==> src/logic/pin_port_pkg.sv <==
package pin_port_pkg;
    // ****************************************
    // Register addresses in data memory
    // ****************************************
    localparam logic [7:0] ADDR_TIMER0_COUNT = 8'h0D;
    localparam logic [7:0] ADDR_TIMER0_CONTROL = 8'h0E;
    localparam logic [7:0] ADDR_TIMER1_HIGH = 8'h0F;
    localparam logic [7:0] ADDR_TIMER1_LOW = 8'h10;
    localparam logic [7:0] ADDR_TIMER1_CONTROL = 8'h11;
    localparam logic [7:0] ADDR_PORT_A_DATA = 8'h12;
    localparam logic [7:0] ADDR_PORT_A_DIRECTION = 8'h13;
    localparam logic [7:0] ADDR_PORT_B_DATA = 8'h14;
    localparam logic [7:0] ADDR_PORT_B_DIRECTION = 8'h15;
    localparam logic [7:0] ADDR_PORT_D_DATA = 8'h18;
    localparam logic [7:0] ADDR_PORT_D_DIRECTION = 8'h19;

    // ****************************************
    // Field positions
    // ****************************************
    localparam int PRESCALE_LSB = 0;
    localparam int PRESCALE_MSB = 2;
    localparam int RUN_BIT = 4;
    localparam int DIVIDER_LINE = 3;
    localparam int TONE_LINE = 0;
    localparam int TONE_BAR_LINE = 1;
    localparam int PWM_LINES = 4;

    // ****************************************
    // Reset values and masks
    // ****************************************
    localparam logic [7:0] DIRECTION_RESET = 8'hFF;
    localparam logic [7:0] LATCH_RESET = 8'hFF;
    localparam logic [7:0] TIMER0_CONTROL_MASK = 8'hDF;
    localparam logic [7:0] TIMER1_CONTROL_MASK = 8'hF8;
    localparam logic [7:0] CONTROL_RESET = 8'h00;
    localparam logic [7:0] READ_UNMAPPED = 8'h00;
    localparam logic [1:0] TIMER1_TICK_MASK = 2'h3;
endpackage
==> src/logic/divider_timer.sv <==
`timescale 1ns/10ps
module divider_timer #(
    parameter int W = 8
) (
    input wire logic clk_i,
    input wire logic rst_n_i,
    input wire logic tick_i,
    input wire logic run_i,
    input wire logic preload_wr_i,
    input wire logic [W-1:0] preload_i,
    input wire logic read_block_i,
    output logic [W-1:0] count_o,
    output logic overflow_o,
    output logic div_o
);
    typedef struct packed {
        logic [W-1:0] count;
        logic [W-1:0] preload;
        logic overflow;
        logic div;
    } timer_state_t;

    timer_state_t s;
    timer_state_t next_s;
    logic step;

    assign step = run_i && tick_i && !read_block_i;

    always_comb
    begin
        next_s = s;
        next_s.overflow = 1'b0;
        if (preload_wr_i)
        begin
            next_s.preload = preload_i;
            if (!run_i)
            begin
                next_s.count = preload_i;
            end
        end
        if (step)
        begin
            if (&s.count)
            begin
                // Newest preload wins on overflow
                next_s.count = preload_wr_i ? preload_i : s.preload;
                next_s.overflow = 1'b1;
                next_s.div = ~s.div;
            end
            else
            begin
                next_s.count = s.count + 1'b1;
            end
        end
    end

    always_ff @(posedge clk_i or negedge rst_n_i)
    begin
        if (!rst_n_i)
        begin
            s <= '0;
        end
        else
        begin
            s <= next_s;
        end
    end

    assign count_o = s.count;
    assign overflow_o = s.overflow;
    assign div_o = s.div;

    // ****************************************
    // Checks
    // ****************************************
    property p_stop_load;
        @(posedge clk_i) disable iff (!rst_n_i)
        (preload_wr_i && !run_i) |=> (s.count == $past(preload_i));
    endproperty
    a_stop_load: assert property (p_stop_load) else $error("stopped write missed counter");

    property p_run_write;
        @(posedge clk_i) disable iff (!rst_n_i)
        (preload_wr_i && run_i && !step) |=> (s.count == $past(s.count));
    endproperty
    a_run_write: assert property (p_run_write) else $error("running write disturbed count");

    property p_read_block;
        @(posedge clk_i) disable iff (!rst_n_i)
        (read_block_i && !(preload_wr_i && !run_i)) |=> $stable(s.count);
    endproperty
    a_read_block: assert property (p_read_block) else $error("count moved during read");

    property p_reload;
        @(posedge clk_i) disable iff (!rst_n_i)
        (step && (&s.count) && !preload_wr_i) |=> (overflow_o && s.count == $past(s.preload));
    endproperty
    a_reload: assert property (p_reload) else $error("overflow did not reload");

    property p_div_toggle;
        @(posedge clk_i) disable iff (!rst_n_i)
        overflow_o |-> (div_o != $past(div_o));
    endproperty
    a_div_toggle: assert property (p_div_toggle) else $error("divider did not toggle");
endmodule

==> src/logic/gpio_timer_pins.sv <==
`timescale 1ns/10ps
module gpio_timer_pins (
    input wire logic clk_i,
    input wire logic rst_n_i,
    input wire logic [7:0] addr_i,
    input wire logic wr_i,
    input wire logic rd_i,
    input wire logic [7:0] wdata_i,
    output logic [7:0] rdata_o,
    input wire logic divider_enable_i,
    input wire logic divider_select_i,
    input wire logic tone_enable_i,
    input wire logic tone_out_i,
    input wire logic pwm_enable_i,
    input wire logic [3:0] pwm_wave_i,
    input wire logic [2:0] pull_high_option_i,
    input wire logic timer0_int_enable_i,
    input wire logic timer1_int_enable_i,
    input wire logic timer0_flag_clear_i,
    input wire logic timer1_flag_clear_i,
    input wire logic [7:0] port_a_pad_i,
    output logic [7:0] port_a_pad_o,
    output logic [7:0] port_a_oe_o,
    input wire logic [7:0] port_b_pad_i,
    output logic [7:0] port_b_pad_o,
    output logic [7:0] port_b_oe_o,
    input wire logic [7:0] port_d_pad_i,
    output logic [7:0] port_d_pad_o,
    output logic [7:0] port_d_oe_o,
    output logic [2:0] pull_high_o,
    output logic [7:0] pwm_time_base_o,
    output logic timer0_irq_o,
    output logic timer1_irq_o,
    output logic wake_o
);
    // ****************************************
    // State
    // ****************************************
    typedef struct packed {
        logic [7:0] rdata;
        logic [7:0] timer0_control;
        logic [7:0] timer1_control;
        logic [7:0] low_buf;
        logic [7:0] prescale;
        logic timer0_flag;
        logic timer1_flag;
        logic timer0_irq;
        logic timer1_irq;
        logic wake;
        logic [2:0] pull_high;
    } top_state_t;

    top_state_t s;
    top_state_t next_s;

    logic [7:0] t0_count;
    logic [15:0] t1_count;
    logic t0_ovf;
    logic t1_ovf;
    logic t0_div;
    logic t1_div;
    logic [7:0] a_read;
    logic [7:0] b_read;
    logic [7:0] d_read;
    logic [7:0] a_latch;
    logic [7:0] d_latch;
    logic [7:0] a_dir;
    logic a_change;
    logic [7:0] a_alt_en;
    logic [7:0] a_alt_val;
    logic [7:0] d_alt_en;
    logic [7:0] d_alt_val;
    logic [7:0] t0_mask;
    logic t0_tick;
    logic t1_tick;
    logic t0_read;
    logic t1_read;
    logic divider_sel;
    logic tone_gate_bar;

    // ****************************************
    // Prescaler and timers
    // ****************************************
    assign t0_mask = 8'hFF >> (4'h8 - {1'b0,
        s.timer0_control[pin_port_pkg::PRESCALE_MSB:pin_port_pkg::PRESCALE_LSB]});
    assign t0_tick = (s.prescale & t0_mask) == t0_mask;
    assign t1_tick = s.prescale[1:0] == pin_port_pkg::TIMER1_TICK_MASK;
    assign t0_read = rd_i && addr_i == pin_port_pkg::ADDR_TIMER0_COUNT;
    assign t1_read = rd_i && addr_i == pin_port_pkg::ADDR_TIMER1_HIGH;

    divider_timer #(.W(8)) u_timer0 (
        .clk_i(clk_i),
        .rst_n_i(rst_n_i),
        .tick_i(t0_tick),
        .run_i(s.timer0_control[pin_port_pkg::RUN_BIT]),
        .preload_wr_i(wr_i && addr_i == pin_port_pkg::ADDR_TIMER0_COUNT),
        .preload_i(wdata_i),
        .read_block_i(t0_read),
        .count_o(t0_count),
        .overflow_o(t0_ovf),
        .div_o(t0_div)
    );

    // Upper byte write commits the buffered low byte as one 16-bit preload
    divider_timer #(.W(16)) u_timer1 (
        .clk_i(clk_i),
        .rst_n_i(rst_n_i),
        .tick_i(t1_tick),
        .run_i(s.timer1_control[pin_port_pkg::RUN_BIT]),
        .preload_wr_i(wr_i && addr_i == pin_port_pkg::ADDR_TIMER1_HIGH),
        .preload_i({wdata_i, s.low_buf}),
        .read_block_i(t1_read),
        .count_o(t1_count),
        .overflow_o(t1_ovf),
        .div_o(t1_div)
    );

    // ****************************************
    // Ports and shared pin functions
    // ****************************************
    assign divider_sel = divider_select_i ? t1_div : t0_div;
    // Both tone lines driving: line 0 latch gates the pair
    assign tone_gate_bar = (!a_dir[pin_port_pkg::TONE_LINE]
        && !a_dir[pin_port_pkg::TONE_BAR_LINE])
        ? a_latch[pin_port_pkg::TONE_LINE] : a_latch[pin_port_pkg::TONE_BAR_LINE];

    always_comb
    begin
        a_alt_en = 8'h00;
        a_alt_val = 8'h00;
        d_alt_en = 8'h00;
        d_alt_val = 8'h00;
        a_alt_en[pin_port_pkg::DIVIDER_LINE] = divider_enable_i;
        a_alt_val[pin_port_pkg::DIVIDER_LINE] =
            a_latch[pin_port_pkg::DIVIDER_LINE] & divider_sel;
        a_alt_en[pin_port_pkg::TONE_LINE] = tone_enable_i;
        a_alt_en[pin_port_pkg::TONE_BAR_LINE] = tone_enable_i;
        a_alt_val[pin_port_pkg::TONE_LINE] =
            a_latch[pin_port_pkg::TONE_LINE] & tone_out_i;
        a_alt_val[pin_port_pkg::TONE_BAR_LINE] = tone_gate_bar & ~tone_out_i;
        for (int i = 0; i < pin_port_pkg::PWM_LINES; i++)
        begin
            d_alt_en[i] = pwm_enable_i;
            d_alt_val[i] = d_latch[i] & pwm_wave_i[i];
        end
    end

    io_line_port #(.W(8)) u_port_a (
        .clk_i(clk_i),
        .rst_n_i(rst_n_i),
        .wr_data_i(wr_i && addr_i == pin_port_pkg::ADDR_PORT_A_DATA),
        .wr_dir_i(wr_i && addr_i == pin_port_pkg::ADDR_PORT_A_DIRECTION),
        .wdata_i(wdata_i),
        .alt_en_i(a_alt_en),
        .alt_val_i(a_alt_val),
        .pad_i(port_a_pad_i),
        .pad_o(port_a_pad_o),
        .oe_o(port_a_oe_o),
        .read_o(a_read),
        .latch_o(a_latch),
        .dir_o(a_dir),
        .change_o(a_change)
    );

    io_line_port #(.W(8)) u_port_b (
        .clk_i(clk_i),
        .rst_n_i(rst_n_i),
        .wr_data_i(wr_i && addr_i == pin_port_pkg::ADDR_PORT_B_DATA),
        .wr_dir_i(wr_i && addr_i == pin_port_pkg::ADDR_PORT_B_DIRECTION),
        .wdata_i(wdata_i),
        .alt_en_i(8'h00),
        .alt_val_i(8'h00),
        .pad_i(port_b_pad_i),
        .pad_o(port_b_pad_o),
        .oe_o(port_b_oe_o),
        .read_o(b_read),
        .latch_o(),
        .dir_o(),
        .change_o()
    );

    io_line_port #(.W(8)) u_port_d (
        .clk_i(clk_i),
        .rst_n_i(rst_n_i),
        .wr_data_i(wr_i && addr_i == pin_port_pkg::ADDR_PORT_D_DATA),
        .wr_dir_i(wr_i && addr_i == pin_port_pkg::ADDR_PORT_D_DIRECTION),
        .wdata_i(wdata_i),
        .alt_en_i(d_alt_en),
        .alt_val_i(d_alt_val),
        .pad_i(port_d_pad_i),
        .pad_o(port_d_pad_o),
        .oe_o(port_d_oe_o),
        .read_o(d_read),
        .latch_o(d_latch),
        .dir_o(),
        .change_o()
    );

    // ****************************************
    // Register access and flags
    // ****************************************
    always_comb
    begin
        next_s = s;
        next_s.prescale = s.prescale + 8'h01;
        next_s.pull_high = pull_high_option_i;
        next_s.wake = a_change;
        if (wr_i)
        begin
            case (addr_i)
                pin_port_pkg::ADDR_TIMER0_CONTROL:
                    next_s.timer0_control = wdata_i & pin_port_pkg::TIMER0_CONTROL_MASK;
                pin_port_pkg::ADDR_TIMER1_CONTROL:
                    next_s.timer1_control = wdata_i & pin_port_pkg::TIMER1_CONTROL_MASK;
                pin_port_pkg::ADDR_TIMER1_LOW:
                    next_s.low_buf = wdata_i;
                default:
                    next_s.low_buf = s.low_buf;
            endcase
        end
        if (rd_i)
        begin
            case (addr_i)
                pin_port_pkg::ADDR_TIMER0_COUNT: next_s.rdata = t0_count;
                pin_port_pkg::ADDR_TIMER0_CONTROL: next_s.rdata = s.timer0_control;
                pin_port_pkg::ADDR_TIMER1_HIGH:
                begin
                    next_s.rdata = t1_count[15:8];
                    next_s.low_buf = t1_count[7:0];
                end
                pin_port_pkg::ADDR_TIMER1_LOW: next_s.rdata = s.low_buf;
                pin_port_pkg::ADDR_TIMER1_CONTROL: next_s.rdata = s.timer1_control;
                pin_port_pkg::ADDR_PORT_A_DATA: next_s.rdata = a_read;
                pin_port_pkg::ADDR_PORT_A_DIRECTION: next_s.rdata = a_dir;
                pin_port_pkg::ADDR_PORT_B_DATA: next_s.rdata = b_read;
                pin_port_pkg::ADDR_PORT_D_DATA: next_s.rdata = d_read;
                default: next_s.rdata = pin_port_pkg::READ_UNMAPPED;
            endcase
        end
        // Set beats clear so an overflow in the clear cycle is kept
        if (timer0_flag_clear_i)
        begin
            next_s.timer0_flag = 1'b0;
        end
        if (t0_ovf)
        begin
            next_s.timer0_flag = 1'b1;
        end
        if (timer1_flag_clear_i)
        begin
            next_s.timer1_flag = 1'b0;
        end
        if (t1_ovf)
        begin
            next_s.timer1_flag = 1'b1;
        end
        next_s.timer0_irq = next_s.timer0_flag & timer0_int_enable_i;
        next_s.timer1_irq = next_s.timer1_flag & timer1_int_enable_i;
    end

    always_ff @(posedge clk_i or negedge rst_n_i)
    begin
        if (!rst_n_i)
        begin
            s <= '0;
        end
        else
        begin
            s <= next_s;
        end
    end

    assign rdata_o = s.rdata;
    assign pull_high_o = s.pull_high;
    assign pwm_time_base_o = s.prescale;
    assign timer0_irq_o = s.timer0_irq;
    assign timer1_irq_o = s.timer1_irq;
    assign wake_o = s.wake;

    // ****************************************
    // Checks
    // ****************************************
    property p_irq_gate;
        @(posedge clk_i) disable iff (!rst_n_i)
        (!timer0_int_enable_i && !timer1_int_enable_i) |=> (!timer0_irq_o && !timer1_irq_o);
    endproperty
    a_irq_gate: assert property (p_irq_gate) else $error("disabled timer raised request");

    property p_divider_low;
        @(posedge clk_i) disable iff (!rst_n_i)
        (divider_enable_i && !a_latch[3] && !a_dir[3]) |=> (port_a_pad_o[3] == 1'b0);
    endproperty
    a_divider_low: assert property (p_divider_low) else $error("divider pad not forced low");

    property p_tone_pair;
        @(posedge clk_i) disable iff (!rst_n_i)
        (tone_enable_i && a_dir[1:0] == 2'h0 && !a_latch[0]) |=> (port_a_pad_o[1:0] == 2'h0);
    endproperty
    a_tone_pair: assert property (p_tone_pair) else $error("tone pair not gated by line 0");
endmodule

==> src/logic/io_line_port.sv <==
`timescale 1ns/10ps
module io_line_port #(
    parameter int W = 8
) (
    input wire logic clk_i,
    input wire logic rst_n_i,
    input wire logic wr_data_i,
    input wire logic wr_dir_i,
    input wire logic [W-1:0] wdata_i,
    input wire logic [W-1:0] alt_en_i,
    input wire logic [W-1:0] alt_val_i,
    input wire logic [W-1:0] pad_i,
    output logic [W-1:0] pad_o,
    output logic [W-1:0] oe_o,
    output logic [W-1:0] read_o,
    output logic [W-1:0] latch_o,
    output logic [W-1:0] dir_o,
    output logic change_o
);
    typedef struct packed {
        logic [W-1:0] latch;
        logic [W-1:0] dir;
        logic [W-1:0] s1;
        logic [W-1:0] s2;
        logic [W-1:0] s3;
        logic [W-1:0] stable;
        logic [W-1:0] pad_out;
        logic [W-1:0] oe;
        logic change;
    } port_state_t;

    port_state_t s;
    port_state_t next_s;

    always_comb
    begin
        next_s = s;
        next_s.s1 = pad_i;
        next_s.s2 = s.s1;
        next_s.s3 = s.s2;
        for (int i = 0; i < W; i++)
        begin
            if (s.s2[i] == s.s3[i])
            begin
                next_s.stable[i] = s.s2[i];
            end
        end
        next_s.change = |((next_s.stable ^ s.stable) & s.dir);
        if (wr_data_i)
        begin
            next_s.latch = wdata_i;
        end
        if (wr_dir_i)
        begin
            next_s.dir = wdata_i;
        end
        // Push-pull only: enable follows direction, no open-drain case
        next_s.oe = ~next_s.dir;
        for (int i = 0; i < W; i++)
        begin
            next_s.pad_out[i] = alt_en_i[i] ? alt_val_i[i] : next_s.latch[i];
        end
    end

    always_ff @(posedge clk_i or negedge rst_n_i)
    begin
        if (!rst_n_i)
        begin
            s <= '0;
            s.latch <= pin_port_pkg::LATCH_RESET[W-1:0];
            s.dir <= pin_port_pkg::DIRECTION_RESET[W-1:0];
        end
        else
        begin
            s <= next_s;
        end
    end

    // Pad read uses the synchronised, filtered stable value, so software sees a pad change four clocks late
    assign read_o = (s.dir & s.stable) | (~s.dir & s.latch);
    assign pad_o = s.pad_out;
    assign oe_o = s.oe;
    assign latch_o = s.latch;
    assign dir_o = s.dir;
    assign change_o = s.change;

    // ****************************************
    // Checks
    // ****************************************
    property p_latch_hold;
        @(posedge clk_i) disable iff (!rst_n_i)
        !wr_data_i |=> $stable(s.latch);
    endproperty
    a_latch_hold: assert property (p_latch_hold) else $error("latch changed without write");

    property p_dir_oe;
        @(posedge clk_i) disable iff (!rst_n_i)
        wr_dir_i |=> (oe_o == ~$past(wdata_i));
    endproperty
    a_dir_oe: assert property (p_dir_oe) else $error("enable not tied to direction");
endmodule

==> config.mk <==
export PLATFORM = sky130hd
export DESIGN_NAME = gpio_timer_pins
export DESIGN_NICKNAME = d
export VERILOG_FILES = /design/src/logic/pin_port_pkg.sv /design/src/logic/divider_timer.sv /design/src/logic/gpio_timer_pins.sv /design/src/logic/io_line_port.sv
export SDC_FILE = /design/constraint.sdc
export NUM_CORES = 1
export LEC_CHECK = 0
export BUFFER_PORTS_ARGS = -buffer_cell sky130_fd_sc_hd__buf_2
export CAP_MARGIN = 20
export CELL_PAD_IN_SITES_DETAIL_PLACEMENT = 1
export CELL_PAD_IN_SITES_GLOBAL_PLACEMENT = 2
export CORE_ASPECT_RATIO = 0.9
export CORE_UTILIZATION = 40
export CTS_CLUSTER_SIZE = 8
export DETAILED_ROUTE_END_ITERATION = 8
export GPL_ROUTABILITY_DRIVEN = 0
export PLACE_DENSITY_LB_ADDON = 0.1
export RECOVER_POWER = 50
export SLEW_MARGIN = 0
export SYNTH_ARGS = -nofsm -noshare
export SYNTH_HDL_FRONTEND = slang
export SYNTH_SLANG_ARGS = --single-unit
==> constraint.sdc <==
create_clock -name clk_i -period 2.6 [get_ports clk_i]
set_clock_uncertainty 0.15 [all_clocks]
set_input_delay 0.52 -clock clk_i [delete_from_list [all_inputs] [get_ports clk_i]]
set_output_delay 0.52 -clock clk_i [all_outputs]
set_load 0.02 [all_outputs]
# ---- After elaboration in Yosys (flattened, before gate mapping)
# Cells that the tools add are included.
dict set report op_classes {
  addsub 4
  eq_ne 39
  n_shift 1
  mux 46
  bitwise 30
  reduce_logical 30
}
# op n
set ops {}
lappend ops {{8-bit two-way mux} 14}
lappend ops {{16-bit two-way mux} 5}
lappend ops {{8-bit one-hot mux with 9 select lines} 1}
lappend ops {{8-bit AND} 8}
lappend ops {{8-bit by 5-bit == test with 1-bit output, second input constant} 8}
lappend ops {{8-bit inverter} 6}
lappend ops {{32-bit two-way mux} 1}
lappend ops {{1-bit == test} 24}
lappend ops {{8-bit by 4-bit == test with 1-bit output, second input constant} 3}
lappend ops {{8-bit bitwise OR} 3}
lappend ops {{1-bit two-way mux} 21}
lappend ops {{17-bit AND reduction} 1}
lappend ops {{16-bit by 1-bit adder with 16-bit output, second input constant} 1}
lappend ops {{8-bit by 1-bit adder with 8-bit output, second input constant} 2}
lappend ops {{16-bit AND reduction} 1}
lappend ops {{1-bit logical AND} 15}
lappend ops {{1-bit AND} 9}
lappend ops {{9-bit AND reduction} 1}
lappend ops {{8-bit == test} 1}
lappend ops {{2-bit two-way mux} 4}
lappend ops {{2-bit AND reduction} 4}
lappend ops {{8-bit AND reduction} 1}
lappend ops {{8-bit OR reduction} 1}
lappend ops {{8-bit by 4-bit right shift with 8-bit output, first input constant} 1}
lappend ops {{other kinds (7)} 14}
dict set report totals {
  register_bits 289
  inputBits 60
  output_inout_bits 70
  elab_cells 208
}

# ---- Depth between registers and ports, before layout
# Gate-level depths: netlist of the first run.
dict set report logic_depth {
  ltp_word 8
  mapped_depth 10
  ltp_nobuf 9
}

# ---- Modules after synthesis
# From an unflattened synthesis of the first run, not the netlist that was laid out.
dict set report hier_totals {
  cells_unflattened 1136
  area_unflattened_um2 13290.2
}
# mod n_inst cells_each area_each_um2 seq_area_each_um2
set by_module_without_submodules {}
lappend by_module_without_submodules {io_line_port 3 185 2527.4 1646.6}
lappend by_module_without_submodules {gpio_timer_pins 1 296 2808.9 1101.1}
lappend by_module_without_submodules {{divider_timer at u_timer1} 1 189 1889.3 850.8}
lappend by_module_without_submodules {{divider_timer at u_timer0} 1 96 1009.7 450.4}

# ---- Worst setup path after synthesis of the first run
# OpenSTA, ideal clock, no wires.
dict set report synth_timing {
  path_type {input port to flip-flop}
  start {input addr_i[5]}
  end {register u_timer0.s (netlist bit u_timer0.count_o[6])}
  setup_time_ns 0.136
  arrival_time_ns 2.229
  setup_slack_ns 0.086
  stages 6
  n_path_buf 1
  path_cell_list {or3_1 -> buf_2 -> nor3_4 -> mux2_2 -> a2111oi_0 -> o211ai_1}
}
dict set report synth_via {
  elab_chain_len 6
  word_cells_on_any_way 11
  cone_classes {2 x eq/ne; 3 x mux; 6 x reduce/logical}
}
# element line
set synth_lines {}
lappend synth_lines {{from (decl)} gpio_timer_pins.sv:5} ;# input wire logic [7:0] addr_i,
lappend synth_lines {{8-bit by 4-bit == test with 1-bit output *} {gpio_timer_pins.sv:88, gpio_timer_pins.sv:96}}
lappend synth_lines {{1-bit logical AND} gpio_timer_pins.sv:88} ;# assign t0_read = rd_i && addr_i == pin_port_pkg::ADDR_TIMER0_COUNT;
lappend synth_lines {{1-bit logical NOT} divider_timer.sv:27} ;# assign step = run_i && tick_i && !read_block_i;
lappend synth_lines {{1-bit logical AND} divider_timer.sv:27}
lappend synth_lines {{2-bit by 1-bit != test with 1-bit output (no line) or 2-bit nonzero test (tied branches)} -}
lappend synth_lines {{2-bit AND reduction (no line)} -}
lappend synth_lines {{to (signal assigned)} divider_timer.sv:65} ;# s <= next_s;
lappend synth_lines {{to (decl)} divider_timer.sv:23} ;# timer_state_t s;
# Mark *: on every way between the ends. The rest lies on a longest branch, timed or not.
# A chain may end at the register's enable or synchronous reset.

# ---- Worst setup path in the final report of the first run
dict set report layout_timing {
  start {input addr_i[5]}
  end {register u_timer1.s (netlist bit u_timer1.count_o[0])}
}
dict set report layout_via {
  elab_chain_len 6
  word_cells_on_any_way 11
  cone_classes {2 x eq/ne; 3 x mux; 6 x reduce/logical}
}
# element line
set layout_lines {}
lappend layout_lines {{8-bit by 4-bit == test with 1-bit output *} {gpio_timer_pins.sv:89, gpio_timer_pins.sv:110}}
lappend layout_lines {{1-bit logical AND} gpio_timer_pins.sv:89} ;# assign t1_read = rd_i && addr_i == pin_port_pkg::ADDR_TIMER1_HIGH;
lappend layout_lines {{1-bit logical NOT} divider_timer.sv:27}
lappend layout_lines {{1-bit logical AND} divider_timer.sv:27}
lappend layout_lines {{2-bit by 1-bit != test with 1-bit output (no line) or 2-bit nonzero test (tied branches)} -}
lappend layout_lines {{2-bit AND reduction (no line)} -}
lappend layout_lines {{to (signal assigned)} divider_timer.sv:65}
lappend layout_lines {{to (decl)} divider_timer.sv:23}
# Marked as above.

==> impl_metrics.ini, run 1 <==
[die]
die_h_microns = 167.8
core_sq_mm = 0.02995
die_w_microns = 186.3
start_util_pct = 40.80
io_pins = 130
die_area_sq_mm = 0.03126
rows = 60

[critical_path]
path_max_fanout = 9
end_kind = register
critPathRequiredTime_ns = 2.85
slowest_delay_ns = 0.51
arrival_ns = 2.68
path_common_cell = clkbuf_1
critical_path_class = in2reg
cp_slowest_cell = nor3_1
path_cells = clkbuf_1, buf_4, nor3_1, nand4_1, clkbuf_1, mux2_1, mux2_2, a221o_1
startpoint_type = input port

[outcome]
status = completed

[timing]
max_slew.worst_pin.slew_ns = 1.086
max_freq_ghz = 0.4118
setup-tns-final_ns = 0
setup_viol_count_final = 0
whs_ns = 0.04172
fin_crit_sh_pct = 93.40
rsz0062_at_grt = false
min_period_ns = 2.429
layout_setup_ws_ns = 0.1715
final-hold-violation-count = 0
slew_headroom_pct = 27.61
final_max_slew_viol_count = 0

[clock_tree]
clock_latency_ns = 0.54
ctsRootBufferMaster = clkbuf_16
cts_tree = yes
cts_post_setup_buffers_inserted = 0
clock_sinks = 289
cts-hold-fix-buffers = 28
cts_buffer_depth = 3
cts_buffers = 42
clk_pin_slew_ns = 0.05
htreeDepth = 2
cts_resized = 0

[route]
drt-pass1-iter-count = 4
drt-vias-per-instance = 5.139
post-route-drc-count = 0
drt_iter0_drc = 299
ant_nets = 0
routed_wl_mm = 32.37
vias = 8032
avgRoutedWirePerCell_microns = 20.71

[flow_run]
maxCapViolCount = 0

[yosys]
synthMuxAreaShare_pct = 12.31
syn_nets = 1032
ys_warn_count = 0
synth.area.top_cells = dfrtp_1 49%, dfstp_2 10%, mux2_2 6.6%
netlist.area_leader.share_pct = 49.34
synth-main-ff-cell = dfrtp_1
synth_top_family_by_area = multiplexers
synth_compound_area_share_pct = 9.163
synth_edf_count = 0
synth-simple-area-share_pct = 8.313
synth_seq_area_share_pct = 59.66
synth_seq_cells = 289
syn_inst = 966
synth_largest_area_cell = dfrtp_1
synth_area_sq_mm = 0.01222
synth_fa_ha_area_share_pct = 2.662
synth_xor_area_share_pct = 1.147
async_reset_ff_share_pct = 100.0
synth.avg_cell_area_sq_um = 12.65
synth_cell_types = 70

[placed_design]
placed_cell_area_sq_mm = 0.01328
place_inst = 1462
place_ws_ns = -0.04580
dp_hpwl_mm = 22.68
io_buffers = 129

[global_route]
antenna_found_initial = 2
grt_use_total_pct = 21.69
grt_pass1_vias = 8461
grt_pass1_wl_mm = 50.76
overflow = 0
grt_max_degree = 66

[power]
p_leak_nw = 7.044
power.total_mw = 10.79
power.density_mw_per_mm2 = 734.8
irDropWorstVdd_uv = 553.3

[final_layout]
finalNonFillerCells = 1563
fin_util_pct = 49.00
synthToLayoutAreaGrowth_pct = 20.10
drive_above_1_share_pct = 31.90
finalInstanceArea_sq_mm = 0.01468
antenna_cells = 0
final_nets = 1197

[worst_hold_path]
hp-class = in2reg
[final cells by class]
cell class              instances  area [sq um]
fillers                      3125         15280
flip-flops and latches        289          7292
multi-input cells             532          4100
repair buffers                227          1435
clock buffers                  70          1156
well taps                     403         504.2
inverters                      39         146.4
clock inverters                 3         43.79
[power breakdown]
part           internal, mW  switching (mW)  leakage, nW  total, mW
clock network          3.02            1.94        0.567       4.95
logic                 0.349           0.474         3.03      0.823
registers              4.79           0.217         3.45       5.01
total                  8.16            2.63         7.04       10.8
[cell usage after synthesis (all sizes together), types with 9 or more instances]
cell and number:
inv 38, nand3 14, mux2i 67, nand2 49, a22o 13, mux2 74, clkbuf 22, dfrtp 241
nor3 23, nand4 11, a21oi 19, maj3 25, nor2 43, a211oi 19, a21o 14, dfstp 48
o21ai 22, xor2 9, buf 84
[worst max-delay path, delay by kind of cell]
family / cells / cell delay (ns)
multiplexers: 2 / 0.66
buffers and inverters: 3 / 0.52
AND/OR/NAND/NOR: 2 / 0.67
AO/OA/AOI/OAI: 1 / 0.31
[layer usage]
layer / up-vias / global-route usage [%] / part of all wire [%]
met2: 171 / 32.53 / 45
li1: 3690 / - / -
met4: 2 / 5.845 / 1.8
met3: 42 / 3.721 / 4.8
met5: - / 0 / 0.053
met1: 4127 / 32.27 / 49
[layout by cell type, fill, tap and decap left out, types with 9 or more instances in the layout]
| cell | count |
|---|---|
| clkbuf_16 | 42 |
| a211oi_1 | 19 |
| dlygate4sd3_1 | 28 |
| a21oi_1 | 19 |
| nand3_1 | 13 |
| dfrtp_1 | 241 |
| nor2_1 | 41 |
| nand2_1 | 48 |
| dfstp_2 | 48 |
| xor2_1 | 9 |
| clkbuf_1 | 37 |
| mux2i_1 | 67 |
| nand4_1 | 10 |
| buf_4 | 58 |
| nor3_1 | 21 |
| o21ai_0 | 22 |
| a21o_1 | 14 |
| inv_1 | 38 |
| mux2_2 | 71 |
| maj3_1 | 25 |
| buf_2 | 128 |
| a22o_1 | 13 |
[state kept, by name, indices dropped and copies added, names as in the netlist, 16 cells and up]
signal	count
s	22
u_port_a.next_s	16
u_port_a.s	16
u_port_b.next_s	16
u_port_b.s	16
u_port_d.next_s	16
u_port_d.s	16
u_timer1.count_o	16
u_timer1.s	16
[kinds of logic after synthesis]
kind of cell | Yosys count
compound gates | 154
xor+xnor | 16
fa+ha+maj | 31
buf+inv | 145
flops | 289
mux | 141
simple gates | 190
[final timing paths]
check	start	cells past startpoint	slack (ns)	endpoint
worst max register to register	u_timer1.count_o[1]	6	0.26	u_timer1.count_o[0]
max in group asynchronous	rst_n_i	3	0.42	u_port_d.pad_o[5]
worst max-delay path	addr_i[5]	8	0.17	u_timer1.count_o[0]
min in group asynchronous	rst_n_i	2	0.38	timer1_irq_o
worst min register to register	u_port_a.next_s[35]	0	0.19	u_port_a.next_s[27]
worst min-delay path	timer1_int_enable_i	2	0.04	timer1_irq_o
No activity file was read; power rests on OpenSTA's default activity.
==> inputs of run 2 (changes only) <==
==> constraint.sdc (replaced) <==
create_clock -name clk_i -period 2.6 [get_ports clk_i]
set_clock_uncertainty 0.15 [all_clocks]
set_input_delay 0.13 -clock clk_i [delete_from_list [all_inputs] [get_ports clk_i]]
set_output_delay 0.13 -clock clk_i [all_outputs]
set_load 0.02 [all_outputs]
==> run 2 against run 1 <==
Effect of this change: non-clock buffer count increased by 4; critical path type unchanged; clock power grew 4.8%; clock-buffer cell count rose by 4; final cell count increased by 0.58%; die area is the same; flip-flop and latch count stayed put; first-iteration DRC count rose by 34%; largest power group is now the clock network; sequential share of layout area decreased by 0.57 points.
==> impl_metrics.ini, run 2 (synthesized netlist as in run 1, its figures left out) <==
[critical_path]
r2r_cells = 6
arrival_ns = 2.54
path_max_fanout = 11
critPathRequiredTime_ns = 2.85
critical_path_class = in2reg
r2r_start = u_timer1.count_o[1]
startpoint = addr_i[5]
startpoint_type = input port
end_kind = register

[clock_tree]
cts_buffer_depth = 3
cts_tree = yes
clk_pin_slew_ns = 0.05
clock_sinks = 289
htreeDepth = 2
cts_buffers = 42
clock_latency_ns = 0.55
cts_resized = 0
ctsRootBufferMaster = clkbuf_16

[route]
routed_wl_mm = 32.98
drt-vias-per-instance = 5.134
ant_nets = 0
post-route-drc-count = 0
vias = 8071
drt-pass1-iter-count = 4
avgRoutedWirePerCell_microns = 20.98
drt_iter0_drc = 400

[flow_run]
maxCapViolCount = 0

[power]
power.total_mw = 11.04
irDropWorstVdd_uv = 713.5
power.density_mw_per_mm2 = 743.5
p_leak_nw = 7.103

[final_layout]
finalInstanceArea_sq_mm = 0.01485
drive_above_1_share_pct = 30.48
mostFrequentLayoutCells = 241 x dfrtp_1, 128 x buf_2, 72 x mux2_2, 67 x mux2i_1, 54 x dlygate4sd3_1
largest-register = s
fillers = 3140
synthToLayoutAreaGrowth_pct = 21.48
final_nets = 1201
largest_register_ffs = 22
mostFrequentLayoutCell = dfrtp_1
seq_area_sq_mm = 0.007292
finalNonFillerCells = 1572
multi_input_area_sq_mm = 0.004100

[worst_hold_path]
min_path_cells = 4
worstHoldStart = divider_select_i
hp-class = in2reg

[timing]
rsz0062_at_grt = false
fin_crit_sh_pct = 88.03
max_slew.worst_pin.slew_ns = 1.197
setup_viol_count_final = 0
slew_headroom_pct = 20.17
final-hold-violation-count = 0
min_period_ns = 2.289
whs_ns = 0.01192
max_freq_ghz = 0.4369
setup-tns-final_ns = 0
final_max_slew_viol_count = 0

[global_route]
grt_pass1_wl_mm = 51.12
antenna_found_initial = 4
grt_max_degree = 82
overflow = 0
grt_use_total_pct = 21.95
grt_pass1_vias = 8664

[die]
die_w_microns = 186.3
rows = 60
io_pins = 130
die_area_sq_mm = 0.03126
core_sq_mm = 0.02995
die_h_microns = 167.8
start_util_pct = 40.80

[placed_design]
placed_cell_area_sq_mm = 0.01314
place_inst = 1440
io_buffers = 129
dp_hpwl_mm = 21.86

[outcome]
status = completed
==> run 2: cell count changes in the layout (fill, tap and decap cells not counted), sizes merged <==
| cell | change |
|---|---|
| bufinv | +1 |
| inv | -1 |
| clkbuf | +2 |
| clkinvlp | -1 |
| clkinv | +1 |
| buf | -20 |
| diode | +1 |
| dlygate4sd3 | +26 |
==> run 2: final cells by class <==
cell class	count	share of cell area, %
sequential	289	49.12
clock inverter	3	0.4214
antenna	1	0.01685
multi-input combinational	532	27.62
timing repair buffer	231	10.35
clock buffer	74	8.099
inverter	39	0.9860
tap	403	3.396
==> run 2: stage by stage <==
step	setup WS, ns	util [%]
finish	0.3112	49.57
global route	0.08254	49.56
CTS	0.3232	49.89
detailed placement	0.1636	43.86
global placement	0.2526	43.86
floorplan	0.4708	-
==> run 2: worst paths after layout <==
path                                  endpoint  slack, ns
max reg2reg                u_timer1.count_o[0]       0.33
max                          u_port_a.pad_o[1]       0.31
max in group asynchronous  u_port_d.next_s[34]       0.47
min                          u_port_a.pad_o[3]       0.01
min in group asynchronous         timer1_irq_o       0.27
min reg2reg                u_port_b.next_s[26]       0.18
==> run 2: power breakdown <==
part	switching (mW)	internal, mW	leakage (nW)
clock	1.98	3.21	0.600
combinational	0.474	0.360	3.06
sequential	0.217	4.79	3.45
total	2.67	8.37	7.10
==> run 2: repair_timing <==
action	4_1_cts	5_1_grt
setup endpoints to repair	0	0
hold buffers	54	0
hold endpoints to repair	290	0
setup buffers	0	0
==> run 2: per-layer routing <==
metal,track usage [%],vias up,share of wire (%)
li1,-,3715,-
met1,32.13,4140,48
met2,33.32,165,45
met3,3.958,49,4.3
met4,6.130,2,1.9
met5,0,-,0.033
==> run 2: critical path: stages <==
cell           delay (ns)
clkbuf_1             0.11
or4b_4               0.64
nor3_2               0.33
nand2_1              0.09
buf_4                0.21
mux2_2               0.30
o21a_1               0.17
dlygate4sd3_1        0.55
